File: config.mk
export PLATFORM = sky130hd
export DESIGN_NAME = acc_ctrl
export DESIGN_NICKNAME = d
export VERILOG_FILES = /design/src/design/acc_clkdiv.v /design/src/design/acc_ctrl.v
export VERILOG_INCLUDE_DIRS = /design/src /design/src/design
export SDC_FILE = /design/constraint.sdc
export NUM_CORES = 1
export LEC_CHECK = 0
export BUFFER_PORTS_ARGS = -buffer_cell sky130_fd_sc_hd__buf_2
export CORE_AREA = 2 2 73 145
export DETAILED_ROUTE_END_ITERATION = 6
export DIE_AREA = 0 0 75 147
export MAX_ROUTING_LAYER = met4
export PLACE_DENSITY = 0.79
export SLEW_MARGIN = 40
export SYNTH_ARGS = -nofsm -noshare
export SYNTH_HDL_FRONTEND = slang
export SYNTH_SLANG_ARGS = --single-unit
export TNS_END_PERCENT = 10
File: constraint.sdc
create_clock -name i_mclk -period 3.75 [get_ports i_mclk]
set_input_delay 0.75 -clock i_mclk [delete_from_list [all_inputs] [get_ports i_mclk]]
set_output_delay 0.75 -clock i_mclk [all_outputs]
set_load 0.02 [all_outputs]
File: src/design/acc_map.vh
// register map, field positions and timing counts of the conversion controller
// Operation
// - sample-mode bit: 1 pulse, 0 extended
// - extended mode, async clock: result may be wrong
// - overlapping trigger in multi modes halts conversions
// - triggers from software start or timer
// - overflow flag unreliable for overlap detection
// - recovery: clear enable/power, set power, enable
// - clock switch hang: code 11, gate-off, divide 3/5/7
// - hang cleared only by reset
`ifndef ACC_MAP_VH
`define ACC_MAP_VH

`define ACC_ADR_CTRL     4'h0
`define ACC_ADR_STATUS   4'h4
`define ACC_ADR_RESULT   4'h8
`define ACC_ADR_TIMER    4'hC

`define ACC_CTRL_ENABLE  0
`define ACC_CTRL_POWER   1
`define ACC_CTRL_START   2
`define ACC_CTRL_PULSE   3
`define ACC_CTRL_TIMER   4
`define ACC_CTRL_SEQ_LO  5
`define ACC_CTRL_SEQ_HI  6
`define ACC_CTRL_CSEL_LO 8
`define ACC_CTRL_CSEL_HI 9
`define ACC_CTRL_DIV_LO  10
`define ACC_CTRL_DIV_HI  12
`define ACC_CTRL_GATEOFF 13

`define ACC_STAT_BUSY    0
`define ACC_STAT_HALTED  1
`define ACC_STAT_HANG    2
`define ACC_STAT_OVF     3
`define ACC_STAT_SUSPECT 4

`define ACC_SEQ_SINGLE   2'h0
`define ACC_SEQ_SEQ      2'h1
`define ACC_SEQ_RPT_ONE  2'h2
`define ACC_SEQ_RPT_SEQ  2'h3

`define ACC_CSEL_SUBSYS  2'h3
`define ACC_CSEL_SYNC    2'h3
`define ACC_DIV_3        3'h2
`define ACC_DIV_5        3'h4
`define ACC_DIV_7        3'h6

`define ACC_RST_CTRL     14'h0000
`define ACC_RST_TIMER    16'h0000
`define ACC_SAMPLE_TICKS 8'h04
`define ACC_CONV_TICKS   8'h0D

`endif

File: src/design/acc_clkdiv.v
// conversion clock divider: one-cycle tick every (div+1) system clocks
`timescale 1ns/1ps
`default_nettype none
module acc_clkdiv #(
  parameter W = 3
) (
  input  wire         i_mclk,
  input  wire         i_sys_rst,
  input  wire         i_run,
  input  wire [W-1:0] i_div,
  output reg          o_tick
);
  reg [W-1:0] cnt;

  always @(posedge i_mclk or posedge i_sys_rst) begin
    if (i_sys_rst) begin
      cnt    <= {W{1'b0}};
      o_tick <= 1'b0;
    end else if (!i_run) begin
      cnt    <= {W{1'b0}};
      o_tick <= 1'b0;
    end else if (cnt >= i_div) begin
      cnt    <= {W{1'b0}};
      o_tick <= 1'b1;
    end else begin
      cnt    <= cnt + {{(W-1){1'b0}}, 1'b1};
      o_tick <= 1'b0;
    end
  end
endmodule // acc_clkdiv
`default_nettype wire

File: src/design/acc_ctrl.v
// conversion control with wishbone register slave, sequencing, halt and hang
`timescale 1ns/1ps
`default_nettype none
`include "acc_map.vh"
module acc_ctrl #(
  parameter DW    = 12,
  parameter NCH   = 4,
  parameter CHW   = 2
) (
  input  wire          i_mclk,
  input  wire          i_sys_rst,
  input  wire          i_wb_cyc,
  input  wire          i_wb_stb,
  input  wire          i_wb_we,
  input  wire [3:0]    i_wb_adr,
  input  wire [3:0]    i_wb_sel,
  input  wire [31:0]   i_wb_dat,
  output reg  [31:0]   o_wb_dat,
  output reg           o_wb_ack,
  input  wire          i_sample_hold_input,
  input  wire [DW-1:0] i_sample_data,
  output reg           o_converter_busy_flag,
  output reg           o_conversion_done,
  output reg  [DW-1:0] o_result,
  output reg  [CHW-1:0] o_result_channel,
  output reg           o_conv_hang
);
  localparam ST_IDLE    = 2'd0;
  localparam ST_SAMPLE  = 2'd1;
  localparam ST_CONVERT = 2'd2;

  reg           conversion_enable;
  reg           converter_power_on;
  reg           sample_pulse_mode_select;
  reg           sample_timer_source_select;
  reg [1:0]     conversion_sequence_select;
  reg [1:0]     conversion_clock_select;
  reg [2:0]     conversion_clock_divider;
  reg           subsystem_clock_gate_off;
  reg [15:0]    timer_period;
  reg [15:0]    timer_cnt;
  reg [1:0]     state;
  reg [7:0]     phase_cnt;
  reg [CHW-1:0] channel;
  reg           halted;
  reg           conversion_time_overflow_flag;
  reg           result_suspect;
  reg           shi_s1;
  reg           shi_s2;
  reg           shi_s3;
  reg           shi_stable;
  wire          conv_tick;

  // bus decode
  wire req      = i_wb_cyc & i_wb_stb & ~o_wb_ack;
  wire wr       = req & i_wb_we;
  wire wr_ctrl0 = wr & (i_wb_adr == `ACC_ADR_CTRL) & i_wb_sel[0];
  wire wr_ctrl1 = wr & (i_wb_adr == `ACC_ADR_CTRL) & i_wb_sel[1];
  wire wr_stat  = wr & (i_wb_adr == `ACC_ADR_STATUS) & i_wb_sel[0];
  wire wr_timer = wr & (i_wb_adr == `ACC_ADR_TIMER);

  // new control values as seen after a write
  wire       new_power = wr_ctrl0 ? i_wb_dat[`ACC_CTRL_POWER] : converter_power_on;
  wire [1:0] new_csel  = wr_ctrl1 ? i_wb_dat[`ACC_CTRL_CSEL_HI:`ACC_CTRL_CSEL_LO]
                                  : conversion_clock_select;

  wire active = conversion_enable & converter_power_on & ~halted & ~o_conv_hang;
  wire sw_trig  = wr_ctrl0 & i_wb_dat[`ACC_CTRL_START] & ~sample_timer_source_select;
  wire tmr_trig = sample_timer_source_select & conv_tick & (timer_cnt >= timer_period);
  wire trig     = active & (sw_trig | tmr_trig);
  wire last_ch  = (channel == NCH[CHW-1:0] - {{(CHW-1){1'b0}}, 1'b1});
  wire multi    = (conversion_sequence_select != `ACC_SEQ_SINGLE);

  // clock-switch hazard: leaving the subsystem clock while gated, odd divide
  wire odd_div  = (conversion_clock_divider == `ACC_DIV_3) |
                  (conversion_clock_divider == `ACC_DIV_5) |
                  (conversion_clock_divider == `ACC_DIV_7);
  wire hang_hit = wr_ctrl1 & (conversion_clock_select == `ACC_CSEL_SUBSYS) &
                  (new_csel != `ACC_CSEL_SUBSYS) & subsystem_clock_gate_off & odd_div;

  acc_clkdiv #(.W(3)) u_div (
    .i_mclk    (i_mclk),
    .i_sys_rst (i_sys_rst),
    .i_run     (converter_power_on & ~o_conv_hang),
    .i_div     (conversion_clock_divider),
    .o_tick    (conv_tick)
  );

  // sample/hold input is asynchronous: three stages, accept when 2 and 3 agree
  always @(posedge i_mclk or posedge i_sys_rst) begin
    if (i_sys_rst) begin
      shi_s1     <= 1'b0;
      shi_s2     <= 1'b0;
      shi_s3     <= 1'b0;
      shi_stable <= 1'b0;
    end else begin
      shi_s1 <= i_sample_hold_input;
      shi_s2 <= shi_s1;
      shi_s3 <= shi_s2;
      if (shi_s2 == shi_s3) begin
        shi_stable <= shi_s3;
      end
    end
  end

  // control registers
  always @(posedge i_mclk or posedge i_sys_rst) begin
    if (i_sys_rst) begin
      conversion_enable          <= 1'b0;
      converter_power_on         <= 1'b0;
      sample_pulse_mode_select   <= 1'b0;
      sample_timer_source_select <= 1'b0;
      conversion_sequence_select <= `ACC_SEQ_SINGLE;
      conversion_clock_select    <= 2'h0;
      conversion_clock_divider   <= 3'h0;
      subsystem_clock_gate_off   <= 1'b0;
      timer_period               <= `ACC_RST_TIMER;
    end else begin
      if (wr_ctrl0) begin
        converter_power_on         <= i_wb_dat[`ACC_CTRL_POWER];
        // enable only sticks while power is on, so the same write must also set the power bit
        conversion_enable          <= i_wb_dat[`ACC_CTRL_ENABLE] & new_power;
        sample_pulse_mode_select   <= i_wb_dat[`ACC_CTRL_PULSE];
        sample_timer_source_select <= i_wb_dat[`ACC_CTRL_TIMER];
        conversion_sequence_select <= i_wb_dat[`ACC_CTRL_SEQ_HI:`ACC_CTRL_SEQ_LO];
      end
      if (wr_ctrl1) begin
        conversion_clock_select  <= new_csel;
        conversion_clock_divider <= i_wb_dat[`ACC_CTRL_DIV_HI:`ACC_CTRL_DIV_LO];
        subsystem_clock_gate_off <= i_wb_dat[`ACC_CTRL_GATEOFF];
      end
      if (wr_timer) begin
        if (i_wb_sel[0]) timer_period[7:0]  <= i_wb_dat[7:0];
        if (i_wb_sel[1]) timer_period[15:8] <= i_wb_dat[15:8];
      end
    end
  end

  // hang is sticky: nothing but the system reset releases it
  always @(posedge i_mclk or posedge i_sys_rst) begin
    if (i_sys_rst) begin
      o_conv_hang <= 1'b0;
    end else if (hang_hit) begin
      o_conv_hang <= 1'b1;
    end
  end

  // trigger timer runs on conversion ticks
  always @(posedge i_mclk or posedge i_sys_rst) begin
    if (i_sys_rst) begin
      timer_cnt <= 16'h0000;
    end else if (!(sample_timer_source_select & active)) begin
      timer_cnt <= 16'h0000;
    end else if (conv_tick) begin
      timer_cnt <= (timer_cnt >= timer_period) ? 16'h0000 : timer_cnt + 16'h0001;
    end
  end

  // conversion sequencer
  always @(posedge i_mclk or posedge i_sys_rst) begin
    if (i_sys_rst) begin
      state                         <= ST_IDLE;
      phase_cnt                     <= 8'h00;
      channel                       <= {CHW{1'b0}};
      halted                        <= 1'b0;
      conversion_time_overflow_flag <= 1'b0;
      result_suspect                <= 1'b0;
      o_converter_busy_flag         <= 1'b0;
      o_conversion_done             <= 1'b0;
      o_result                      <= {DW{1'b0}};
      o_result_channel              <= {CHW{1'b0}};
    end else begin
      o_conversion_done <= 1'b0;
      if (halted & ~conversion_enable & ~converter_power_on) begin
        halted <= 1'b0;
      end
      if (wr_stat & i_wb_dat[`ACC_STAT_OVF]) begin
        conversion_time_overflow_flag <= 1'b0;
      end
      if (!converter_power_on || o_conv_hang) begin
        state                 <= ST_IDLE;
        o_converter_busy_flag <= 1'b0;
      end else if (trig && state != ST_IDLE) begin
        if (multi) begin
          // overlap in a multi-conversion mode stops everything until recovery
          halted                <= 1'b1;
          state                 <= ST_IDLE;
          o_converter_busy_flag <= 1'b0;
        end else begin
          // overlap only flags in single mode, so the flag misses halts
          conversion_time_overflow_flag <= 1'b1;
        end
      end else if (trig) begin
        state                 <= ST_SAMPLE;
        phase_cnt             <= 8'h00;
        channel               <= {CHW{1'b0}};
        o_converter_busy_flag <= 1'b1;
      end else if (conv_tick) begin
        case (state)
          ST_SAMPLE: begin
            if (sample_pulse_mode_select) begin
              if (phase_cnt >= `ACC_SAMPLE_TICKS - 8'h01) begin
                state     <= ST_CONVERT;
                phase_cnt <= 8'h00;
              end else begin
                phase_cnt <= phase_cnt + 8'h01;
              end
            end else if (!shi_stable) begin
              // extended mode: sampling lasts as long as the hold input is high
              state     <= ST_CONVERT;
              phase_cnt <= 8'h00;
            end
          end
          ST_CONVERT: begin
            if (phase_cnt >= `ACC_CONV_TICKS - 8'h01) begin
              phase_cnt         <= 8'h00;
              o_result          <= i_sample_data;
              o_result_channel  <= channel;
              o_conversion_done <= 1'b1;
              // async clock against the hold input can corrupt extended results
              result_suspect    <= ~sample_pulse_mode_select &
                                   (conversion_clock_select != `ACC_CSEL_SYNC);
              if (!conversion_enable ||
                  conversion_sequence_select == `ACC_SEQ_SINGLE ||
                  (conversion_sequence_select == `ACC_SEQ_SEQ && last_ch)) begin
                state                 <= ST_IDLE;
                o_converter_busy_flag <= 1'b0;
              end else begin
                state <= ST_SAMPLE;
                if (conversion_sequence_select != `ACC_SEQ_RPT_ONE) begin
                  channel <= last_ch ? {CHW{1'b0}} : channel + {{(CHW-1){1'b0}}, 1'b1};
                end
              end
            end else begin
              phase_cnt <= phase_cnt + 8'h01;
            end
          end
          default: begin
            state <= ST_IDLE;
          end
        endcase
      end
    end
  end

  // wishbone answer: one cycle after the request, unmapped reads return zero
  always @(posedge i_mclk or posedge i_sys_rst) begin
    if (i_sys_rst) begin
      o_wb_ack <= 1'b0;
      o_wb_dat <= 32'h00000000;
    end else begin
      o_wb_ack <= req;
      o_wb_dat <= 32'h00000000;
      if (req && !i_wb_we) begin
        case (i_wb_adr)
          `ACC_ADR_CTRL: begin
            o_wb_dat[`ACC_CTRL_ENABLE]  <= conversion_enable;
            o_wb_dat[`ACC_CTRL_POWER]   <= converter_power_on;
            o_wb_dat[`ACC_CTRL_PULSE]   <= sample_pulse_mode_select;
            o_wb_dat[`ACC_CTRL_TIMER]   <= sample_timer_source_select;
            o_wb_dat[`ACC_CTRL_SEQ_HI:`ACC_CTRL_SEQ_LO]   <= conversion_sequence_select;
            o_wb_dat[`ACC_CTRL_CSEL_HI:`ACC_CTRL_CSEL_LO] <= conversion_clock_select;
            o_wb_dat[`ACC_CTRL_DIV_HI:`ACC_CTRL_DIV_LO]   <= conversion_clock_divider;
            o_wb_dat[`ACC_CTRL_GATEOFF] <= subsystem_clock_gate_off;
          end
          `ACC_ADR_STATUS: begin
            o_wb_dat[`ACC_STAT_BUSY]    <= o_converter_busy_flag;
            o_wb_dat[`ACC_STAT_HALTED]  <= halted;
            o_wb_dat[`ACC_STAT_HANG]    <= o_conv_hang;
            o_wb_dat[`ACC_STAT_OVF]     <= conversion_time_overflow_flag;
            o_wb_dat[`ACC_STAT_SUSPECT] <= result_suspect;
          end
          `ACC_ADR_RESULT: begin
            o_wb_dat[DW-1:0]     <= o_result;
            o_wb_dat[16+CHW-1:16] <= o_result_channel;
          end
          `ACC_ADR_TIMER: begin
            o_wb_dat[15:0] <= timer_period;
          end
          default: begin
            o_wb_dat <= 32'h00000000;
          end
        endcase
      end
    end
  end
endmodule // acc_ctrl
`default_nettype wire

==> results of run 1 <==
## final timing paths
| kind | startpoint | end | cells past startpoint |
|---|---|---|---|
| worst max-delay path | timer_period[11] | o_result[10] | 10 |
| worst min-delay path | shi_s1 | shi_s2 | 0 |
| worst max register to register | timer_period[11] | o_result[10] | 10 |
| worst min register to register | shi_s1 | shi_s2 | 0 |
| max in group asynchronous | i_sys_rst | u_div.cnt[2] | 3 |
| min in group asynchronous | i_sys_rst | o_result[10] | 2 |
## cells by family (layout without fill, tap and decap cells)
kind of cell             after synthesis  in the layout  synth area share [%]
other                                  1             14                0.0700
AND/OR/NAND/NOR                      149            149                  15.8
adder cells (fa/ha/maj)               25             25                  5.79
AO/OA/AOI/OAI                         70             70                  10.1
XOR/XNOR                              11             11                  1.80
multiplexers                          59             59                  13.3
buffers and inverters                 54            122                  5.09
flip-flops                           103            103                  48.1
## flip-flops by register name (all words and copies together), names as in the netlist, 2 cells and up
register                    count
channel                         2
conversion_clock_divider        3
conversion_clock_select         2
conversion_sequence_select      2
o_result                       12
o_result_channel                2
o_wb_dat                       18
phase_cnt                       8
state                           2
timer_cnt                      16
timer_period                   16
u_div.cnt                       3
## metrics by stage
stage	util (%)	std cells	worst slack [ns]
after detailed placement	58.4	672	0.727
after global placement	58.4	672	0.762
after floorplan	-	485	0.296
final	61.2	688	0.799
after global routing	61.2	688	0.601
after CTS	61.1	688	0.789
## routing by layer
metal  global-route usage, %  up-vias
li1                        -     1818
met5                       -        -
met4                    9.64        0
met2                    37.5      151
met1                    28.1     1916
met3                    4.12       22
## layout by cell type, fill, tap and decap left out, drive strengths merged, types with 5 or more instances in the layout
| cell type | n |
|---|---|
| conb | 14 |
| a21oi | 15 |
| nand3 | 18 |
| a22oi | 8 |
| buf | 78 |
| inv | 29 |
| and3 | 11 |
| nor4 | 5 |
| nor3b | 5 |
| ha | 24 |
| mux2i | 7 |
| dfrtp | 103 |
| nor2 | 42 |
| xor2 | 7 |
| and2 | 7 |
| nor2b | 11 |
| nand2 | 23 |
| clkbuf | 11 |
| nand2b | 5 |
| o21ai | 12 |
| a21o | 5 |
| mux2 | 50 |
| a22o | 5 |
## power breakdown
group          total, W  internal [W]  switching, W
sequential      0.00118       0.00114     0.0000383
combinational  0.000221     0.0000898      0.000131
clock          0.000865      0.000468      0.000397
## area by class of cell
class | instances | area [sq um]
sequential | 103 | 2580
multi-input combinational | 328 | 2560
inverter | 28 | 108
tap | 135 | 169
clock buffer | 11 | 243
clock inverter | 5 | 32.5
fill | 797 | 3860
timing repair buffer | 78 | 398
==> key figures, run 1 <==
Global routing
  • Vias in the first global route: 3,788
  • Overflow after GRT: 0
  • Initial antenna violation count: 0
  • Largest net degree at the start of global routing: 45
  • All-Layer GR Usage: 23.2%
  • First-pass GRT wire length: 18,900 um

Routing
  • Post-Route M1 WL: 4670 um
  • DR WL/cell: 17.1 um
  • DR DRC count: 0
  • Met3 wire length: 680 um
  • Max Used Layer: met4
  • Met2 wire length: 6070 um
  • Via total after detailed routing: 3,907
  • Via density: 5.68
  • Drt first pass iters: 7
  • Antenna Nets Post-Route: 0
  • Iteration-0 DRC Markers: 281
  • Overall routed net length: 11,800 um

Yosys
  • Most frequent cell after synthesis: dfrtp_1
  • Cells after synthesis: 472
  • Syn_area_per_cell: 11.4 sq um
  • Ys Warns: 0
  • Number of flops mapped to enable cells by yosys: 0
  • Top_reg_cell synth: dfrtp_1
  • Seq cells post-synth: 103
  • Synth cell count leaders: dfrtp_1, mux2_2, nor2_1
  • Synth area leader: dfrtp_1
  • Top post-synthesis cells by area: dfrtp_1, mux2_2, ha_1
  • Sequential area share after synthesis: 48.1%
  • Ys async rst share: 100%
  • Synth top area share: 48.1%
  • Number of library cell types mapped by synthesis: 66
  • Cell Area, Synth: 5360 sq um

Floorplan
  • Die area: 11,000 sq um
  • Core Region: 9950 sq um
  • Die Span X: 75 um
  • I/O pins: 108
  • Overall die height: 147 um
  • # rows: 52
  • Starting density of the core: 53.8%

Setup path
  • Arrival @ worst endpoint: 3.18 ns
  • CP delay by family, top: compound AO/OA/AOI/OAI gates
  • CP Class: flop to flop
  • CP Max Fanout: 14
  • CP max stage cell: dfrtp_1
  • R2R Setup Slk: 0.80 ns
  • CP peak stage delay: 0.39 ns
  • Startpoint Class: flop
  • Worst setup EP type: flop
  • CP bufs+invs: 2
  • Critical Path RT: 3.98 ns
  • Cells along the critical path: inv_1 -> ha_1 -> and2_4 -> a221o_1 -> a22oi_4 -> o31ai_4 -> a21o_4 -> nor3_4 -> buf_4 -> mux2_2

CTS
  • H-tree levels: 3
  • Worst-path clk slew: 0.07 ns
  • Clk sinks: 103
  • Root Driver: clkbuf_16
  • Post-CTS sizing: 0
  • Worst skew pair latency: 0.34 ns
  • Postcts setup bufs: 0
  • Hold-fix buffers, CTS: 0
  • TritonCTS Buffers: 9
  • Clock Tree Buf Depth: 2
  • TritonCTS clock tree: done

Power and ir drop
  • Pleak: 2.92 nW
  • PnR Total Power: 0.00227 W
  • Worst VDD drop: 0.000335 V
  • Power density cells: 372 nW/um^2

Timing
  • Final period util: 78.7%
  • Unrepaired setup endpoints after global routing: false
  • Setup violators final: 0
  • Hold WS: 0.359 ns
  • Setup TNS Final: 0 ns
  • Fin. max-slew vios: 0
  • Clock skew: 0.00784 ns
  • Max Fclk: 339 MHz
  • Relative slew margins: 54.0%
  • Endpoints failing hold: 0
  • Minimum clock period: 2.95 ns
  • Worst slew pin tran: 0.689 ns

Cells and area
  • Layout cells sized above 1: 28.9%
  • Antenna diodes: 0
  • Layout Area Growth over Synthesis: 13.6%
  • Post-route cell area: 6090 sq um
  • Nets: 630

Placement
  • DPL Wire Length: 8720 um
  • Placement Cell Area: 5810 sq um
  • RePlAce Congestion: 0.873
  • Port buffer count: 75

Min path
  • Min-Delay Path Class: flop to flop

Run status
  • Status: finished clean

Job
  • Max-cap viol count: 0
Note: power is estimated with default switching activity, not from simulation.
==> inputs of run 2 (changes only) <==
==> constraint.sdc (replaced) <==
create_clock -name i_mclk -period 3.1 [get_ports i_mclk]
set_input_delay 0.62 -clock i_mclk [delete_from_list [all_inputs] [get_ports i_mclk]]
set_output_delay 0.62 -clock i_mclk [all_outputs]
set_load 0.02 [all_outputs]
==> run 2 against run 1 <==
Effect of this change: final cell count rose by 2.9%; critical endpoint is now o_result[9]; hold slack improved by 0.00081 ns; register-to-register slack got worse by 0.68 ns; worst setup slack got worse by 0.68 ns; highest routed layer unchanged; via count rose by 2.2%; first-iteration DRC count rose by 2.5%; largest power group unchanged; sequential share of layout area fell by 1.2 points; clock skew fell by 0.0020 ns.
==> key figures, run 2 (synthesis results as in run 1) <==
Run status
  • Status: finished clean

Cells and area
  • Layout Area Growth over Synthesis: 17.0%
  • Number of flip-flops in the largest register: 18
  • Post-route cell area: 6270 sq um
  • Largest Register: o_wb_dat
  • Nets: 650
  • Antenna diodes: 0
  • Layout cells sized above 1: 31.2%
  • Commonest non-fill, non-tap cell in the layout: dfrtp_1
  • Finished Layout Cells: 708
  • Largest regs: o_wb_dat x18, timer_cnt x16, timer_period x16
  • Most frequent cells in the layout: dfrtp_1, buf_2, nor2_1, mux2_2, inv_1

Floorplan
  • # rows: 52
  • Starting density of the core: 53.8%
  • Die area: 11,000 sq um
  • I/O pins: 108
  • Die Span X: 75 um
  • Overall die height: 147 um
  • Core Region: 9950 sq um

Setup path
  • Startpoint Class: flop
  • CP peak stage delay: 0.37 ns
  • Arrival @ worst endpoint: 3.20 ns
  • Critical Path RT: 3.33 ns
  • CP Max Fanout: 8
  • FF-to-FF path depth: 11
  • CP most frequent cell: buf_6
  • CP max stage cell: a221o_1
  • Cells along the critical path: inv_1 -> ha_1 -> and2_4 -> a221o_1 -> a22oi_4 -> o31ai_4 -> a21o_4 -> nor3_4 -> buf_6 -> buf_6 -> mux2_2
  • CP Class: flop to flop
  • Worst setup EP type: flop

CTS
  • Worst skew pair latency: 0.34 ns
  • Post-CTS sizing: 0
  • Clock Tree Buf Depth: 2
  • Hold-fix buffers, CTS: 0
  • Worst-path clk slew: 0.07 ns
  • Root Driver: clkbuf_16
  • TritonCTS Buffers: 9
  • Clk sinks: 103
  • H-tree levels: 3
  • TritonCTS clock tree: done
  • Postcts setup bufs: 0

Placement
  • Placement Cell Area: 5970 sq um
  • RePlAce Congestion: 0.885
  • Dpl ws: 0.124 ns
  • DPL Wire Length: 9120 um
  • Placed cells: 692
  • Port buffer count: 75

Timing
  • Relative slew margins: 48.4%
  • Worst setup margin: 0.123 ns
  • Fin. max-slew vios: 0
  • Max Fclk: 336 MHz
  • Setup TNS Final: 0 ns
  • Endpoints failing hold: 0
  • Worst slew pin tran: 0.774 ns
  • Hold WS: 0.360 ns
  • Unrepaired setup endpoints after global routing: false
  • Clock skew: 0.00579 ns
  • Setup violators final: 0
  • Final period util: 96.0%
  • Minimum clock period: 2.98 ns

Power and ir drop
  • Power density cells: 450 nW/um^2
  • Pleak: 3.02 nW
  • Worst VDD drop: 0.000362 V

Routing
  • Drt first pass iters: 5
  • Via density: 5.64
  • Overall routed net length: 12,200 um
  • Iteration-0 DRC Markers: 288
  • DR WL/cell: 17.2 um
  • DR DRC count: 0
  • Via total after detailed routing: 3,994
  • Antenna Nets Post-Route: 0

Global routing
  • First-pass GRT wire length: 19,900 um
  • Largest net degree at the start of global routing: 64
  • Initial antenna violation count: 0
  • Overflow after GRT: 0
  • Vias in the first global route: 3,957
  • All-Layer GR Usage: 24.6%

Min path
  • Hold path depth: 0
  • Min-Delay Path Class: flop to flop

Job
  • Max-cap viol count: 0
==> run 2: worst paths after layout <==
check / slack, ns / startpoint / endpoint
worst min-delay path: 0.36 / shi_s1 / shi_s2
min in group asynchronous: 0.42 / i_sys_rst / o_conversion_done
worst max register to register: 0.12 / timer_period[11] / o_result[9]
max in group asynchronous: 2.24 / i_sys_rst / timer_period[4]
worst min register to register: 0.36 / shi_s1 / shi_s2
worst max-delay path: 0.12 / timer_period[11] / o_result[9]
==> run 2: layer usage <==
| layer | GRT usage, % | up-vias | share of wire [%] |
|---|---|---|---|
| met5 | - | - | 0 |
| met4 | 11.1 | 0 | 4.1 |
| met3 | 4.53 | 26 | 5.1 |
| met2 | 38.3 | 148 | 51 |
| met1 | 30.6 | 1970 | 40 |
| li1 | - | 1850 | - |
==> run 2: where the power goes <==
part	internal [W]	switching, W
sequential	0.00138	0.0000422
clock	0.000626	0.000483
combinational	0.000123	0.000166
total	0.00213	0.000690
==> run 2: layout make-up <==
cell class	count	area [sq um]
Sequential cell	103	2580
Clock inverter	5	58.8
Multi-Input combinational cell	328	2560
Inverter	28	109
Fill cell	811	3680
Clock buffer	11	233
Tap cell	135	169
Timing Repair Buffer	98	559
==> run 2: critical path, delay by kind of cell, from the launching register on <==
kind                     cells  cell delay (ns)
multiplexers                 1             0.34
AND/OR/NAND/NOR              2             0.48
buffers and inverters        3             0.45
flip-flops                   1             0.36
adder cells (fa/ha/maj)      1             0.31
AO/OA/AOI/OAI                4             0.90
==> run 2: metrics by stage <==
stage / util, % / power, W
detailed placement: 60.0 / 0.00174
floorplan: - / 0.00164
CTS: 62.9 / 0.00284
finish: 63.0 / 0.00282
global route: 63.0 / 0.00294
global placement: 59.7 / 0.00173
==> inputs of run 3 (changes only) <==
--- a/config.mk
+++ b/config.mk
@@ -11,9 +11,10 @@
 export DETAILED_ROUTE_END_ITERATION = 6
 export DIE_AREA = 0 0 75 147
 export MAX_ROUTING_LAYER = met4
-export PLACE_DENSITY = 0.79
+export PLACE_DENSITY = 0.78
 export SLEW_MARGIN = 40
 export SYNTH_ARGS = -nofsm -noshare
 export SYNTH_HDL_FRONTEND = slang
+export SYNTH_HIERARCHICAL = 1
 export SYNTH_SLANG_ARGS = --single-unit
 export TNS_END_PERCENT = 10
==> run 3 against run 2 <==
Effect of this change: sequential share of layout area grew 0.34 points; die area is the same; count of clock-buffer cells in the layout fell by 2; core utilization decreased by 0.52 points; clock skew is 0.00091 ns lower; worst setup slack improved by 0.18 ns; design area is 0.82% lower; flip-flop and latch count did not move; first-iteration DRC count is 30% higher; total power increased by 4.2%; routed wire length is 4.5% lower.
==> key figures, run 3 <==
Routing
  • Antenna Nets Post-Route: 0
  • Via total after detailed routing: 3,941
  • DR WL/cell: 16.5 um
  • Drt first pass iters: 5
  • Overall routed net length: 11,600 um
  • Via density: 5.58
  • DR DRC count: 0
  • Iteration-0 DRC Markers: 375

CTS
  • TritonCTS clock tree: done
  • Clk sinks: 103
  • H-tree levels: 3
  • Postcts setup bufs: 0
  • Root Driver: clkbuf_16
  • Worst skew pair latency: 0.35 ns
  • Worst-path clk slew: 0.07 ns
  • Hold-fix buffers, CTS: 0
  • TritonCTS Buffers: 9
  • Clock Tree Buf Depth: 2
  • Post-CTS sizing: 0

Setup path
  • Crit Reg-Reg Startpoint: timer_period[13]
  • FF-to-FF path depth: 10
  • Arrival @ worst endpoint: 3.02 ns
  • Worst reg2reg path endpoint: phase_cnt[5]
  • Startpoint Class: flop
  • Critical Path RT: 3.33 ns
  • Worst setup EP type: flop
  • CP Max Fanout: 11
  • R2R Setup Slk: 0.31 ns
  • CP Class: flop to flop

Power and ir drop
  • Switching share of power: 23.2%
  • Sequential power share: 47.9%
  • Worst VDD drop: 0.000361 V
  • Psw: 0.000682 W
  • Power density cells: 473 nW/um^2
  • Clock share of power: 44.0%
  • PnR Total Power: 0.00294 W
  • Comb pwr share: 8.1%
  • Pleak: 3.08 nW
  • Cell-internal power: 0.00226 W

Floorplan
  • Starting density of the core: 53.8%
  • Core Region: 9950 sq um
  • I/O pins: 108
  • # rows: 52
  • Overall die height: 147 um
  • Die area: 11,000 sq um
  • Die Span X: 75 um

Global routing
  • Overflow after GRT: 0
  • Largest net degree at the start of global routing: 58
  • Vias in the first global route: 3,830
  • All-Layer GR Usage: 22.8%
  • First-pass GRT wire length: 18,700 um
  • Initial antenna violation count: 0

Yosys
  • Most frequent cell after synthesis: dfrtp_1
  • Ys async rst share: 100%
  • Number of flops mapped to enable cells by yosys: 0
  • Syn_area_per_cell: 11.1 sq um
  • Number of library cell types mapped by synthesis: 67
  • Top_reg_cell synth: dfrtp_1
  • Seq cells post-synth: 103
  • Cells after synthesis: 484
  • Synth area leader: dfrtp_1
  • Synth cell count leaders: dfrtp_1, nor2_1, mux2_2
  • Top post-synthesis cells by area: dfrtp_1, mux2_2, ha_1
  • Cell Area, Synth: 5350 sq um
  • Synth top area share: 48.2%
  • Sequential area share after synthesis: 48.2%
  • Ys Warns: 6

Cells and area
  • Antenna diodes: 0
  • Layout cells sized above 1: 29.8%
  • Fill count: 785
  • Commonest non-fill, non-tap cell in the layout: dfrtp_1
  • Nets: 648
  • Most frequent cells in the layout: dfrtp_1, buf_2, nor2_1, mux2_2, nand2_1
  • Number of flip-flops in the largest register: 18
  • Largest regs: o_wb_dat x18, timer_cnt x16, timer_period x16
  • Final Util: 62.5%
  • Layout Area Growth over Synthesis: 16.2%
  • Largest Register: o_wb_dat

Timing
  • Relative slew margins: 52.0%
  • Setup violators final: 0
  • Final period util: 90.1%
  • Unrepaired setup endpoints after global routing: false
  • Fin. max-slew vios: 0
  • Max Fclk: 358 MHz
  • Endpoints failing hold: 0
  • Minimum clock period: 2.79 ns
  • Worst slew pin tran: 0.713 ns
  • Setup TNS Final: 0 ns
  • Clock skew: 0.00488 ns

Placement
  • DPL Wire Length: 8690 um
  • RePlAce Congestion: 0.851
  • Port buffer count: 75

Min path
  • Min-Delay Path Class: input port to asynchronous set/reset pin

Run status
  • Status: finished clean

Job
  • Max-cap viol count: 0
==> run 3: cell families (layout without fill, tap and decap cells) <==
group                    Yosys count  count (layout)  synth area share [%]
AO/OA/AOI/OAI                     75              75                  10.1
XOR/XNOR                          11              11                  1.80
adder cells (fa/ha/maj)           25              25                  5.80
buffers and inverters             55             129                  5.12
flip-flops                       103             103                  48.2
multiplexers                      58              58                  13.6
other                              1              14                0.0701
AND/OR/NAND/NOR                  156             156                  15.4
==> run 3: power groups by stage <==
stage               sequential [W]  clock (W)  combinational [W]
global route               0.00141    0.00135           0.000265
floorplan                  0.00142          0           0.000179
CTS                        0.00141    0.00131           0.000239
global placement           0.00143          0           0.000230
finish                     0.00141    0.00130           0.000237
detailed placement         0.00143          0           0.000236
==> run 3: how the worst max path moves through the flow <==
stage | start | endpoint | slack, ns | cells after the start
after global routing | timer_period[11] | phase_cnt[6] | 0.11 | 10
after floorplan | timer_cnt[0] | o_result[0] | 0.65 | 10
final | timer_period[13] | phase_cnt[5] | 0.31 | 10
after global placement | timer_period[11] | phase_cnt[7] | 0.41 | 10
after detailed placement | timer_period[13] | phase_cnt[5] | 0.34 | 10
after CTS | timer_period[13] | phase_cnt[5] | 0.32 | 10
==> run 3: worst max-delay path, cell delays in order, from the launching register on <==
cell and delay [ns]:
dfrtp_1 0.39, inv_1 0.06, ha_1 0.31, nand4_1 0.16, nor2_1 0.08, a311oi_1 0.45, o21ai_2 0.19, a21boi_4 0.32
buf_4 0.25, mux2i_1 0.36, nor2_1 0.10
==> run 3: area by class of cell <==
class	instances	area (sq um)	share of cell area, %
Timing Repair Buffer	82	453	7.28
Tap cell	135	169	2.72
Clock inverter	7	120	1.93
Inverter	31	120	1.93
Multi-Input combinational cell	339	2550	41.1
Clock buffer	9	225	3.62
Sequential cell	103	2580	41.4
==> run 3: per-layer routing <==
metal | track usage (%) | vias to the layer above | part of all wire (%)
li1 | - | 1850 | -
met1 | 29.3 | 1919 | 42
met2 | 36.8 | 148 | 51
met3 | 3.22 | 24 | 4.9
met4 | 7.41 | 0 | 2.1
met5 | - | - | 0
==> run 3: metrics by stage <==
| step | instances | setup slack, ns | instance area, sq um | hold slack, ns |
|---|---|---|---|---|
| after floorplan | 497 | 0.648 | 5400 | 0.331 |
| after global placement | 690 | 0.408 | 5870 | 0.334 |
| after detailed placement | 690 | 0.340 | 5870 | 0.346 |
| after CTS | 706 | 0.320 | 6210 | 0.161 |
| after global routing | 706 | 0.115 | 6220 | 0.194 |
| final | 706 | 0.307 | 6220 | 0.163 |
